===== src/verilog/cmp_consts.vh =====
// Constants for the dual comparator control block
`ifndef CMP_CONSTS_VH
`define CMP_CONSTS_VH

// Register byte offsets on APB
`define OFS_CTRL_A 12'h000
`define OFS_CTRL_B 12'h004
`define OFS_INT_STATUS 12'h008
`define OFS_INT_MASK 12'h00C
`define OFS_POWER_MODE 12'h010
`define OFS_PORT_CTRL 12'h014
`define OFS_PORT_DATA 12'h018
`define OFS_PORT_READ 12'h01C

// Control register field positions
`define BIT_PIN_SELECT 7
`define BIT_POWER_ON 6
`define BIT_INVERT 5
`define BIT_RESULT 4
`define BIT_PATH_INTERNAL 3
`define BIT_HYSTERESIS_ON 0

// Writable bits of a control register (result and bits 2..1 excluded)
`define CTRL_WR_MASK 8'hE9
// Reset value of a control register
`define CTRL_RESET 8'h81

// Interrupt status/mask bit positions
`define IRQ_A 0
`define IRQ_B 1

// Power mode register bit positions
`define BIT_SLEEP 0
`define BIT_IDLE 1

`endif


===== src/verilog/dual_comparator_control.v =====
// Dual comparator control and status logic with APB register access
// ----------------------------------------------------------------
// Summary of operation
// - Two channels, A and B, each with its own control register of identical layout.
// - An enabled comparator releases the pull-ups on its shared input pins by itself.
// - A change of a channel's result bit sets that channel's interrupt flag, which drives its interrupt line if enabled.
// - Interrupts follow the polarity-adjusted result bit, never the external output pin level.
// - In sleep or idle, a newly set flag of an enabled comparator raises the wake request.
// - An enabled comparator keeps its status and interrupt logic running in sleep or idle.
// - With the comparator on, a shared pin's port read gives zero if its control bit is 1, else the data bit.
// - Bit 7 at 1 hands both input pins to the comparator and releases their pull-ups; their port reads depend on bit 6, not bit 7.
// - Bit 6 powers the comparator on at 1 and down at 0.
// - Bit 5 at 1 inverts the raw result before the status bit; 0 passes it.
// - Bit 4 is read-only and is 1 when plus exceeds minus with polarity 0, the reverse with polarity 1.
// - The output pin is driven only when bit 3 is 0 and bit 7 is 1.
// - Bits 2 and 1 are unimplemented and read as zero.
// - Bit 0 at 1 enables hysteresis on the comparator.
// ----------------------------------------------------------------
//
// Implementation choices: register access over APB and the address map.
`timescale 1ns/100ps
`include "cmp_consts.vh"

module dual_comparator_control #(
	parameter CHANNELS = 2,
	parameter PORT_BITS = 4
) (
	input wire pclk,
	input wire presetn,
	input wire psel,
	input wire penable,
	input wire pwrite,
	input wire [11:0] paddr,
	input wire [31:0] pwdata,
	input wire [3:0] pstrb,
	output reg [31:0] prdata,
	output reg pready,
	output reg pslverr,
	input wire [CHANNELS-1:0] cmp_raw_async,
	output reg [CHANNELS-1:0] cmp_power_on,
	output reg [CHANNELS-1:0] cmp_hysteresis_on,
	output reg [CHANNELS-1:0] cmp_pin_select,
	output reg [CHANNELS-1:0] pullup_release,
	output reg [CHANNELS-1:0] cmp_output_pin,
	output reg [CHANNELS-1:0] cmp_output_pin_oe,
	output reg [CHANNELS-1:0] cmp_irq,
	output reg irq,
	output reg wake_req,
	input wire [PORT_BITS-1:0] port_pin_async
);

	// ----------------------------------------------------------------
	// Registers
	// ----------------------------------------------------------------
	reg [7:0] ctrl_reg [0:CHANNELS-1];
	reg [CHANNELS-1:0] sync1_reg;
	reg [CHANNELS-1:0] sync2_reg;
	reg [CHANNELS-1:0] result_reg;
	reg [CHANNELS-1:0] result_valid_reg;
	reg [CHANNELS-1:0] int_status_reg;
	reg [CHANNELS-1:0] int_mask_reg;
	reg [1:0] power_mode_reg;
	reg [PORT_BITS-1:0] port_ctrl_reg;
	reg [PORT_BITS-1:0] port_data_reg;
	reg [PORT_BITS-1:0] pin_sync1_reg;
	reg [PORT_BITS-1:0] pin_sync2_reg;

	// ----------------------------------------------------------------
	// Bus decode
	// ----------------------------------------------------------------
	wire bus_access = psel & penable & pready;
	wire bus_wr = bus_access & pwrite & pstrb[0];
	wire low_power = power_mode_reg[`BIT_SLEEP] | power_mode_reg[`BIT_IDLE];
	wire addr_ok = (paddr[1:0] == 2'b00) && (paddr <= `OFS_PORT_READ);

	wire [CHANNELS-1:0] adj_result;
	wire [CHANNELS-1:0] change_evt;
	wire [CHANNELS-1:0] port_enable;

	// ----------------------------------------------------------------
	// Per-channel logic
	// ----------------------------------------------------------------
	genvar i;
	generate
		for (i = 0; i < CHANNELS; i = i + 1) begin : g_ch
			wire on = ctrl_reg[i][`BIT_POWER_ON];
			wire sel = ctrl_reg[i][`BIT_PIN_SELECT];
			wire [31:0] ofs_full = i * 4;
			wire [11:0] my_ofs = `OFS_CTRL_A + ofs_full[11:0];
			wire ctrl_wr = bus_wr && (paddr == my_ofs);
			wire int_clr = bus_wr && (paddr == `OFS_INT_STATUS) && pwdata[i];

			// Inversion applied after synchronisation
			assign adj_result[i] = sync2_reg[i] ^ ctrl_reg[i][`BIT_INVERT];
			// Change of the adjusted status bit, not the pin level
			assign change_evt[i] = on & result_valid_reg[i] & (adj_result[i] != result_reg[i]);
			assign port_enable[i] = on;

			always @(posedge pclk or negedge presetn) begin
				if (!presetn) begin
					ctrl_reg[i] <= `CTRL_RESET;
					sync1_reg[i] <= 1'b0;
					sync2_reg[i] <= 1'b0;
					result_reg[i] <= 1'b0;
					result_valid_reg[i] <= 1'b0;
					int_status_reg[i] <= 1'b0;
				end else begin
					if (ctrl_wr) begin
						ctrl_reg[i] <= pwdata[7:0] & `CTRL_WR_MASK;
					end
					sync1_reg[i] <= cmp_raw_async[i];
					sync2_reg[i] <= sync1_reg[i];
					// Powered-down comparator output is meaningless; hold status and rearm on enable
					if (on) begin
						result_reg[i] <= adj_result[i];
						result_valid_reg[i] <= 1'b1;
					end else begin
						result_valid_reg[i] <= 1'b0;
					end
					// Set wins over a simultaneous write-one clear
					if (change_evt[i]) begin
						int_status_reg[i] <= 1'b1;
					end else if (int_clr) begin
						int_status_reg[i] <= 1'b0;
					end
				end
			end

			always @(posedge pclk or negedge presetn) begin
				if (!presetn) begin
					cmp_power_on[i] <= 1'b0;
					cmp_hysteresis_on[i] <= 1'b1;
					cmp_pin_select[i] <= 1'b1;
					pullup_release[i] <= 1'b1;
					cmp_output_pin[i] <= 1'b0;
					cmp_output_pin_oe[i] <= 1'b0;
					cmp_irq[i] <= 1'b0;
				end else begin
					cmp_power_on[i] <= on;
					cmp_hysteresis_on[i] <= ctrl_reg[i][`BIT_HYSTERESIS_ON];
					cmp_pin_select[i] <= sel;
					// Pull-ups drop on enable or on pin selection, whichever first
					pullup_release[i] <= on | sel;
					cmp_output_pin[i] <= result_reg[i];
					cmp_output_pin_oe[i] <= sel & ~ctrl_reg[i][`BIT_PATH_INTERNAL];
					cmp_irq[i] <= int_status_reg[i] & int_mask_reg[i];
				end
			end
		end
	endgenerate

	// ----------------------------------------------------------------
	// Shared registers, interrupt, wake and port logic
	// ----------------------------------------------------------------
	// Only a newly set flag wakes; a flag already high masks the wake-up
	wire [CHANNELS-1:0] wake_evt = change_evt & cmp_power_on & ~int_status_reg;

	always @(posedge pclk or negedge presetn) begin
		if (!presetn) begin
			int_mask_reg <= {CHANNELS{1'b0}};
			power_mode_reg <= 2'b00;
			port_ctrl_reg <= {PORT_BITS{1'b1}};
			port_data_reg <= {PORT_BITS{1'b0}};
			pin_sync1_reg <= {PORT_BITS{1'b0}};
			pin_sync2_reg <= {PORT_BITS{1'b0}};
			irq <= 1'b0;
			wake_req <= 1'b0;
		end else begin
			pin_sync1_reg <= port_pin_async;
			pin_sync2_reg <= pin_sync1_reg;
			if (bus_wr && paddr == `OFS_INT_MASK) begin
				int_mask_reg <= pwdata[CHANNELS-1:0];
			end
			if (bus_wr && paddr == `OFS_POWER_MODE) begin
				power_mode_reg <= pwdata[1:0];
			end
			if (bus_wr && paddr == `OFS_PORT_CTRL) begin
				port_ctrl_reg <= pwdata[PORT_BITS-1:0];
			end
			if (bus_wr && paddr == `OFS_PORT_DATA) begin
				port_data_reg <= pwdata[PORT_BITS-1:0];
			end
			irq <= |(int_status_reg & int_mask_reg);
			// A flag already set before sleep produces no new edge, so no wake
			if (low_power && (|wake_evt)) begin
				wake_req <= 1'b1;
			end else if (!low_power) begin
				wake_req <= 1'b0;
			end
		end
	end

	// Port read view; pins 2k and 2k+1 belong to channel k
	reg [PORT_BITS-1:0] port_view;
	integer p;
	always @* begin
		port_view = {PORT_BITS{1'b0}};
		for (p = 0; p < PORT_BITS; p = p + 1) begin
			if ((p / 2) < CHANNELS && port_enable[p / 2]) begin
				port_view[p] = port_ctrl_reg[p] ? 1'b0 : port_data_reg[p];
			end else begin
				port_view[p] = port_ctrl_reg[p] ? pin_sync2_reg[p] : port_data_reg[p];
			end
		end
	end

	// ----------------------------------------------------------------
	// APB read and response
	// ----------------------------------------------------------------
	reg [31:0] rd_next;
	always @* begin
		rd_next = 32'h0000_0000;
		case (paddr)
			`OFS_CTRL_A: rd_next = {24'h00_0000, ctrl_reg[0][7:5], result_reg[0], ctrl_reg[0][3:0]};
			`OFS_CTRL_B: rd_next = {24'h00_0000, ctrl_reg[1][7:5], result_reg[1], ctrl_reg[1][3:0]};
			`OFS_INT_STATUS: rd_next[CHANNELS-1:0] = int_status_reg;
			`OFS_INT_MASK: rd_next[CHANNELS-1:0] = int_mask_reg;
			`OFS_POWER_MODE: rd_next[1:0] = power_mode_reg;
			`OFS_PORT_CTRL: rd_next[PORT_BITS-1:0] = port_ctrl_reg;
			`OFS_PORT_DATA: rd_next[PORT_BITS-1:0] = port_data_reg;
			`OFS_PORT_READ: rd_next[PORT_BITS-1:0] = port_view;
			default: rd_next = 32'h0000_0000;
		endcase
	end

	// One wait state: pready rises in the first access cycle's following edge
	always @(posedge pclk or negedge presetn) begin
		if (!presetn) begin
			pready <= 1'b0;
			pslverr <= 1'b0;
			prdata <= 32'h0000_0000;
		end else begin
			if (psel && penable && !pready) begin
				pready <= 1'b1;
				pslverr <= ~addr_ok;
				prdata <= (!pwrite && addr_ok) ? rd_next : 32'h0000_0000;
			end else begin
				pready <= 1'b0;
				pslverr <= 1'b0;
				prdata <= 32'h0000_0000;
			end
		end
	end

endmodule // dual_comparator_control


===== config.mk =====
export PLATFORM = sky130hd
export DESIGN_NAME = dual_comparator_control
export DESIGN_NICKNAME = d
export VERILOG_FILES = /design/src/verilog/dual_comparator_control.v
export VERILOG_INCLUDE_DIRS = /design/src /design/src/verilog
export SDC_FILE = /design/constraint.sdc
export NUM_CORES = 1
export LEC_CHECK = 0
export ABC_AREA = 1
export ABC_CLOCK_PERIOD_IN_PS = 2100
export BUFFER_PORTS_ARGS = -buffer_cell sky130_fd_sc_hd__buf_2
export CAP_MARGIN = 20
export CORE_ASPECT_RATIO = 1.2
export CORE_MARGIN = 1.5
export CORE_UTILIZATION = 34
export DETAILED_ROUTE_END_ITERATION = 6
export PLACE_DENSITY = 0.63
export SLEW_MARGIN = 20
export SYNTH_ARGS = -nofsm -noshare
export SYNTH_HDL_FRONTEND = slang
export SYNTH_SLANG_ARGS = --single-unit

===== constraint.sdc =====
create_clock -name pclk -period 2.1 [get_ports pclk]
set_input_delay 0.42 -clock pclk [delete_from_list [all_inputs] [get_ports pclk]]
set_output_delay 0.42 -clock pclk [all_outputs]
set_load 0.01 [all_outputs]

* Yosys cells after proc, flatten, opt, wreduce, memory -nomap -nowiden
Index checks and enable logic that the tools add are counted.
** Cells by class
- Magnitude comparators :: 1
- Equality and inequality tests :: 10
- Multiplexer cells :: 27
- Bitwise gates (word level) :: 24
- Reductions and logical operators :: 22
** Operator list (count)
- $mux 32 :: 2
- $eq 12x5->1 const B :: 4
- $eq 12x4->1 const B :: 2
- $mux 1 :: 22
- $pmux 2 s8 :: 1
- $logic_and 1x1->1 :: 14
- $and 1x1->1 :: 12
- $eq 12x3->1 const B :: 1
- $le 12x5->1 const B :: 1
- $logic_not 12->1 :: 1
- $pmux 2 s5 :: 1
- $pmux 4 s2 :: 1
- $and 2x2->2 :: 3
- $reduce_bool 2->1 :: 2
- $reduce_or 2->1 :: 2
- $not 1->1 :: 3
- $or 1x1->1 :: 3
- $logic_not 1->1 :: 2
- $logic_not 2->1 :: 1
- $ne 1x1->1 :: 2
- $ne 2x1->1 const B :: 1
- $not 2->2 :: 1
- $xor 1x1->1 :: 2
** Storage, ports and cells
- Register bits after elaboration :: 90
- Input port bits :: 59
- Output and inout bits :: 50
- Word-level logic and storage cells :: 121

* Logic depth before layout (Yosys ltp)
Gate-level depths: netlist of the first run.
- Word-level depth :: 8
- Depth in mapped cells :: 10
- Depth with buffers taken out :: 10

* Least setup slack after synthesis of the first run
Ideal clock, no wire load.
- Path kind :: input port to flip-flop
- Start :: input paddr[6]
- End :: register ctrl_reg[11] in the netlist's numbering
- Library setup time :: 0.122 ns
- Arrival time :: 1.213 ns
- Data required time :: 1.978 ns
- Path slack :: 0.765 ns
- Cell stages on the path :: 8
- Buffers on the path :: 0
- Path through :: nor2_1 > nand2_1 > nor2_4 > inv_2 > nor3_4 > nand2_4 > nand2_1 > o21ai_1
** Between the ends
- Word-level cells in the longest chain between the ends :: 2
** RTL lines
- from (decl) :: line dual_comparator_control.v:33 : input wire [11:0] paddr,
- $logic_not 12->1 :: line dual_comparator_control.v:90 : wire ctrl_wr = bus_wr && (paddr == my_ofs);
- $logic_and 1x1->1 :: line dual_comparator_control.v:90
- to (signal, indexed assignment) :: line dual_comparator_control.v:101 : ctrl_reg[i] <= `CTRL_RESET;
- to (signal, indexed assignment) :: line dual_comparator_control.v:109 : ctrl_reg[i] <= pwdata[7:0] & `CTRL_WR_MASK;
- to (decl) :: line dual_comparator_control.v:55 : reg [7:0] ctrl_reg [0:CHANNELS-1];
Every way passes these cells.
A chain may end at the register's enable or synchronous reset.

* Worst setup path in the final report of the first run
- Start :: input paddr[6]
- End :: register prdata[2]
** Between the ends
- Word-level cells in the longest chain between the ends :: 5
- Elaborated cells on any way between the ends :: 11
- Those cells by class :: order compare (1); eq/ne (4); mux (3); reduce/logical (3)
** RTL lines
- $le 12x5->1 (no line)
- $logic_and 1x1->1 :: line dual_comparator_control.v:74 : wire addr_ok = (paddr[1:0] == 2'b00) && (paddr <= `OFS_PORT_READ);
- $logic_and 1x1->1 :: line dual_comparator_control.v:236 : prdata <= (!pwrite && addr_ok) ? rd_next : 32'h0000_0000;
- $mux 32 * :: line dual_comparator_control.v:236
- $mux 32 * :: line dual_comparator_control.v:233 : if (psel && penable && !pready) begin
- to (signal assigned) :: line dual_comparator_control.v:236
- to (decl) :: line dual_comparator_control.v:36 : output reg [31:0] prdata,
Mark *: on every way between the ends. The rest lies on a longest branch, timed or not.

==> results of run 1 <==
## power by group through the flow
stage	clock [mW]	combinational (mW)	sequential (mW)
final	1.02	0.134	1.25
after global routing	1.11	0.152	1.25
after CTS	1.05	0.136	1.25
after detailed placement	0	0.136	1.28
after global placement	0	0.134	1.28
after floorplan	0	0.0943	1.28
## metal layers
layer,vias up,wire [um],part of all wire (%),global-route usage (%)
li1,1093,-,-,-
met1,991,2550,43,19.1
met2,78,2790,47,21.8
met3,17,386,6.5,4.29
met4,0,179,3.0,7.26
met5,-,0,0,0
## worst min-delay path by stage
stage	startpoint	to	slack, ns
CTS	presetn	pslverr	0.09
floorplan	presetn	cmp_irq[0]	0.12
finish	presetn	prdata[3]	0.09
detailed placement	pin_sync1_reg[1]	pin_sync2_reg[1]	0.34
global route	presetn	int_status_reg[0]	0.10
global placement	pin_sync1_reg[1]	pin_sync2_reg[1]	0.33
## critical path, cell delays in order
cell	delay (ns)
buf_2	0.10
nor2_1	0.14
nand3_1	0.10
nor2_2	0.41
o21ai_0	0.17
nand2_1	0.09
nand3_1	0.10
a21oi_1	0.16
## through the flow
step | cells | hold WS (ns) | setup slack, ns | util [%] | total power [mW]
2_1_floorplan | 344 | 0.124 | 0.765 | - | 1.37
3_3_place_gp | 490 | 0.334 | 0.373 | 39.5 | 1.41
3_5_place_dp | 490 | 0.336 | 0.318 | 39.5 | 1.41
4_1_cts | 506 | 0.0896 | 0.675 | 41.9 | 2.44
5_1_grt | 506 | 0.101 | 0.486 | 41.9 | 2.51
6_report | 506 | 0.0874 | 0.670 | 41.9 | 2.40
## kinds of logic after synthesis
logic type	share of synthesized area [%]
buffers and inverters	12.2
AOI/OAI and AO/OA	6.57
other	0.130
xor gates and xnor gates	0.605
and+or+nand+nor	24.6
DFF	55.9
## cells in the mapped netlist
library cell | count | area, um2
nand2_1 | 82 | 308
dfrtp_1 | 50 | 1250
inv_1 | 33 | 124
nand3_1 | 31 | 155
buf_4 | 26 | 195
o21ai_1 | 25 | 125
dfstp_2 | 14 | 368
nor2_1 | 14 | 52.6
inv_2 | 9 | 33.8
a21oi_1 | 8 | 40.0
o21ai_0 | 5 | 25.0
nand2_4 | 4 | 45.0
nor2_2 | 4 | 25.0
nor2_4 | 4 | 45.0
nor3_1 | 3 | 15.0
nand3_2 | 2 | 20.0
nor3_4 | 2 | 32.5
xnor2_1 | 2 | 17.5
conb_1 | 1 | 3.75
nand3b_1 | 1 | 7.51
or2_2 | 1 | 6.26
## final cells by class
type,count,area (um2),share of cell area [%]
clock buffers,14,183,5.32
clock inverters,2,12.5,0.365
inverters,42,158,4.59
multi-input cells,212,1010,29.4
flip-flops and latches,64,1620,47.2
well taps,114,143,4.16
repair buffers,58,308,8.97
## cells in the final DEF (no fill, tap or decap), types with 2 or more instances in the layout
master,count
nand3_1,31
nor3_4,2
dfstp_2,14
nand2_4,4
clkbuf_8,13
a21oi_1,8
dfrtp_1,50
xnor2_1,2
conb_1,24
o21ai_0,5
nor3_1,3
inv_2,9
nand2_1,82
buf_2,56
nor2_4,4
o21ai_1,25
inv_1,33
nor2_2,4
nor2_1,14
nand3_2,2
==> metrics.csv, run 1 <==
stage,metric,value,unit
final_layout,nFillCells,860,
routing,finalWirelength,5900,um
global_routing,grt_start_max_net_pins,65,
final_layout,largest_reg_flops,10,
yosys,ys_seq_area_share,55.9,%
pwr,vdd_drop_max,0.418,mV
timing,rsz0062_at_grt,no,
clocking,clock_sinks,64,
final_layout,finalNetCount,446,
floorplanning,initial_utilization,35.3,%
global_routing,grt_pass1_vias,2125,
routing,first_iter_violations,92,
yosys,netlist_area,0.00290,mm2
clocking,clk_latency,0.34,ns
setup_path,regToRegEndpoint,port_data_reg[2],
clocking,ctsLongestPathBuffers,2,
clocking,cts.htree.levels,3,
routing,vias,2179,
yosys,ys_ff_latch,64,
final_layout,area_growth,18.5,%
clocking,cts_tree,yes,
clocking,post_cts_buffers,0,
setup_path,crit_type,in -> reg,
floorplanning,die_h,104,um
pwr,pwr-share-clk,42.3,%
placed_design,gp_congestion,0.899,
pwr,power_density,700,mW/mm2
clocking,cts_hold_repair.buffers,0,
global_routing,grt_overflow,0,
routing,drtAntennaViolNets,0,
timing,fmax,700,MHz
worst_hold_path,min_path_type,in -> async,
setup_path,critical_path.endpoint,prdata[2],
routing,drc_errors,0,
timing,worstMarginPinSlew,0.514,ns
setup_path,path_max_fanout,12,
pwr,p_int,1.84,mW
timing,tns,0,ns
clocking,clk_pin_slew,0.07,ns
global_routing,antenna_found_initial,0,
yosys,yosysWarnings,0,
global_routing,grt_pass1_wl,10100,um
routing,firstDrtPassIters,4,
job,drv_cap,0,
placed_design,port_buffers,56,
pwr,switching_share,23.3,%
final_layout,num_antenna_cells,0,
setup_path,critPathLaunchType,input port,
clocking,numCtsBuffers,9,
timing,slew_violations,0,
placed_design,dpl-instance-area,0.00324,mm2
timing,fin_crit,1.43,ns
timing,skew,0.00532,ns
floorplanning,die_area,0.00908,mm2
clocking,post_cts_resized,0,
setup_path,cp-end-kind,flip-flop,
setup_path,r2r-start,pready,
outcome,outcome,completed,
pwr,seq_power_share,52.2,%
timing,final_hold_viol_count,0,
floorplanning,die_x,87.2,um
placed_design,hpwl,4330,um
yosys,synth.distinct_cells,21,
floorplanning,io_pins,109,
yosys,syn_area_per_cell,9.02,um2
timing,period_share,68.1,%
clocking,root_buffer,clkbuf_8,
global_routing,grt_usage,14.6,%
setup_path,ff2ff_setup_slack,0.74,ns
pwr,p_leak,1.82,nW
floorplanning,rows,36,
timing,max_slew_margin,65.7,%
routing,wl_per_cell,11.7,um
setup_path,critical_path_required,2.36,ns
setup_path,arrival,1.69,ns
setup_path,r2r_cells,5,
setup_path,crit_start,paddr[6],
pwr,switchingPower,559,uW
timing,setup-violations-final,0,
yosys,syn_inst,321,
pwr,pwr-share-comb,5.6,%
floorplanning,core_area,0.00820,mm2
routing,vias_per_cell,4.31,
final_layout,design_area,0.00343,mm2
final_layout,drive_gt1_share,28.8,%
No activity file was read; power rests on OpenSTA's default activity.
==> run 2, diff against run 1 <==
--- a/config.mk
+++ b/config.mk
@@ -6,15 +6,15 @@
 export SDC_FILE = /design/constraint.sdc
 export NUM_CORES = 1
 export LEC_CHECK = 0
-export ABC_AREA = 1
-export ABC_CLOCK_PERIOD_IN_PS = 2100
+export ABC_AREA = 0
+export ABC_CLOCK_PERIOD_IN_PS = 1200
 export BUFFER_PORTS_ARGS = -buffer_cell sky130_fd_sc_hd__buf_2
 export CAP_MARGIN = 20
 export CORE_ASPECT_RATIO = 1.2
 export CORE_MARGIN = 1.5
 export CORE_UTILIZATION = 34
 export DETAILED_ROUTE_END_ITERATION = 6
-export PLACE_DENSITY = 0.63
+export PLACE_DENSITY = 0.66
 export SLEW_MARGIN = 20
 export SYNTH_ARGS = -nofsm -noshare
 export SYNTH_HDL_FRONTEND = slang
==> constraint.sdc (replaced) <==
create_clock -name pclk -period 1.2 [get_ports pclk]
set_input_delay 0.24 -clock pclk [delete_from_list [all_inputs] [get_ports pclk]]
set_output_delay 0.24 -clock pclk [all_outputs]
set_load 0.01 [all_outputs]
==> run 2 against run 1 <==
Compared with the run above:
- the run now ends with design-rule violations, negative setup slack left
- worst setup slack got worse by 1.3 ns
- area after synthesis fell by 4.4%
- global-route usage rose by 1.2 points
- sequential power rose by 75%
- critical endpoint is now int_mask_reg[1]
- highest routed layer unchanged
==> metrics.csv, run 2 <==
stage,metric,value,unit
placed_design,port_buffers,56,
global_routing,antenna_found_initial,0,
setup_path,cpMostUsedCell,buf_6,
global_routing,grt_pass1_vias,2013,
global_routing,use_met3,4.12,%
yosys,yosysWarnings,0,
routing,drc_errors,3,
setup_path,crit_type,in -> reg,
timing,period_share,149,%
final_layout,drive_gt1_share,52.9,%
yosys,syn_inst,225,
yosys,synth_top_area_share,45.2,%
worst_hold_path,min_path_type,in -> reg,
clocking,cts.htree.levels,3,
pwr,p_int,3.56,mW
setup_path,critical_path_required,1.43,ns
pwr,pwr-share-comb,7.3,%
global_routing,grt_usage,15.8,%
yosys,synth.distinct_cells,44,
routing,drtAntennaViolNets,0,
global_routing,busiest_layer,met2,
final_layout,fin_util,50.9,%
setup_path,arrival,2.02,ns
worst_hold_path,hold_depth,2,
global_routing,use_met1,18.4,%
floorplanning,core_area,0.00779,mm2
timing,fin_crit,1.79,ns
outcome,outcome,"finished, violations left",
yosys,synth_edf_count,0,
pwr,switchingPower,1.06,mW
clocking,clock_sinks,64,
timing,setup-violations-final,37,
timing,rsz0062_at_grt,yes,
yosys,syn_area_per_cell,12.3,um2
routing,firstDrtPassIters,6,
setup_path,critPathLaunchType,input port,
final_layout,largest_reg_flops,10,
final_layout,final_common_cell,dfrtp_1,
floorplanning,die_x,85.4,um
final_layout,finalNetCount,385,
timing,final_hold_viol_count,0,
pwr,seq_power_share,47.5,%
yosys,ys_seq_area_share,58.5,%
placed_design,gp_congestion,0.872,
routing,first_iter_violations,144,
placed_design,pre_cts_ws,-0.994,ns
yosys,ys_ff_latch,64,
yosys,yosysMostFrequentCell,dfrtp_1,
yosys,synth.area.top_cells,"dfrtp_1, dfstp_2, mux2_2",
pwr,p_leak,1.95,nW
worst_hold_path,min_to,ctrl_reg[5],
floorplanning,io_pins,109,
final_layout,finalNonFillerCells,423,
pwr,power_density,1160,mW/mm2
timing,skew,0.00677,ns
final_layout,num_antenna_cells,0,
yosys,synth_common_cells,"dfrtp_1, buf_4, mux2_2",
placed_design,placed_cells,392,
clocking,cts_tree,yes,
setup_path,r2r-start,pready,
final_layout,area_growth,43.4,%
setup_path,cpPeakStageDelay,0.54,ns
setup_path,cpMaxStageDelayCell,or4_4,
routing,vias,2030,
yosys,ys.flop_type,dfrtp_1,
yosys,yosysTopAreaCell,dfrtp_1,
clocking,clk_pin_slew,0.07,ns
yosys,synthArstFlopShare,100,%
routing,wl_per_cell,15.5,um
setup_path,regToRegEndpoint,prdata[2],
timing,hold_ws,0.148,ns
timing,tns,-15.13,ns
routing,finalWirelength,6560,um
job,drv_cap,0,
clocking,root_buffer,clkbuf_8,
timing,worst_slack,-0.591,ns
pwr,vdd_drop_max,0.784,mV
floorplanning,initial_utilization,35.5,%
global_routing,grt_start_max_net_pins,21,
clocking,numCtsBuffers,9,
final_layout,layout_common_cells,"dfrtp_1, buf_2, buf_4, conb_1, mux2_4",
global_routing,grt_overflow,0,
clocking,clk_latency,0.34,ns
floorplanning,die_area,0.00870,mm2
setup_path,cp-end-kind,flip-flop,
clocking,ctsLongestPathBuffers,2,
timing,slew_violations,0,
setup_path,ff2ff_setup_slack,-0.53,ns
yosys,netlist_area,0.00277,mm2
setup_path,path_max_fanout,5,
setup_path,path_cells,buf_6 -> or4_4 -> or2_4 -> buf_6 -> nor4_4 -> buf_4 -> mux2_4,
global_routing,use_met2,26.4,%
worst_hold_path,hold_start,pwdata[5],
floorplanning,rows,35,
routing,vias_per_cell,4.80,
global_routing,grt_pass1_wl,10200,um
floorplanning,die_h,102,um
pwr,switching_share,22.9,%
outcome,failed_checks,"design-rule violations, negative setup slack",
pwr,pwr-share-clk,45.2,%
placed_design,hpwl,4520,um
setup_path,r2r_cells,4,
timing,fmax,558,MHz
## run 2: changes by cell type after synthesis, sizes merged, moves of 11 or more
| cell | delta |
|---|---|
| nand2 | -75 |
| inv | -38 |
| o21ai | -24 |
| nor2 | -11 |
| mux2 | +22 |
| nand3 | -27 |
## run 2: worst max path at each step
stage	start	endpoint	slack (ns)	cells past startpoint
finish	paddr[10]	int_mask_reg[1]	-0.59	7
floorplan	paddr[10]	ctrl_reg[11]	-0.94	5
global route	paddr[10]	int_mask_reg[1]	-0.60	7
global placement	paddr[10]	port_data_reg[0]	-0.97	5
detailed placement	paddr[10]	port_data_reg[1]	-0.99	5
CTS	paddr[10]	port_data_reg[3]	-0.56	5
## run 2: per-stage QoR
stage          instance area (um2)  power (mW)
2_1_floorplan                 2890        2.39
3_3_place_gp                  3330        2.52
3_5_place_dp                  3330        2.52
4_1_cts                       3890        4.67
5_1_grt                       3970        4.83
6_report                      3970        4.62
## run 2: cell families after synthesis
family | synth area share (%)
AOI/OAI and AO/OA | 5.74
xor gates and xnor gates | 1.27
buffers and inverters | 9.31
DFF | 58.5
and+or+nand+nor | 13.7
muxes | 11.4
other | 0.135
## run 2: routing by layer
metal  share of wire, %  up-vias
li1                   -      933
met1                 41     1007
met2                 51       78
met3                4.9       12
met4                2.8        0
met5                  0        -
## run 2: power by group through the flow
stage | logic, mW | registers, mW | clock network, mW
CTS | 0.331 | 2.19 | 2.15
floorplan | 0.159 | 2.23 | 0
global route | 0.370 | 2.19 | 2.26
finish | 0.339 | 2.19 | 2.09
global placement | 0.288 | 2.23 | 0
detailed placement | 0.291 | 2.23 | 0
## run 2: area by class of cell
| cell class | instances | area (um2) |
|---|---|---|
| inverter | 4 | 15.0 |
| fill | 656 | 3820 |
| timing repair buffer | 103 | 782 |
| multi-input combinational | 144 | 1210 |
| clock buffer | 10 | 138 |
| sequential | 64 | 1620 |
| tap | 92 | 115 |
| clock inverter | 6 | 92.6 |
## run 2: critical path, delay by kind of cell
family / cells / cell delay [ns]
and+or+nand+nor: 3 / 1.08
buffers and inverters: 3 / 0.40
muxes: 1 / 0.30
## run 2: timing repair
action	CTS	global route
endpoints found under the setup margin	38	41
hold endpoints to repair	13	0
resized for setup	45	11
buffers inserted	7	3
pin swaps	8	5
hold buffers	7	0
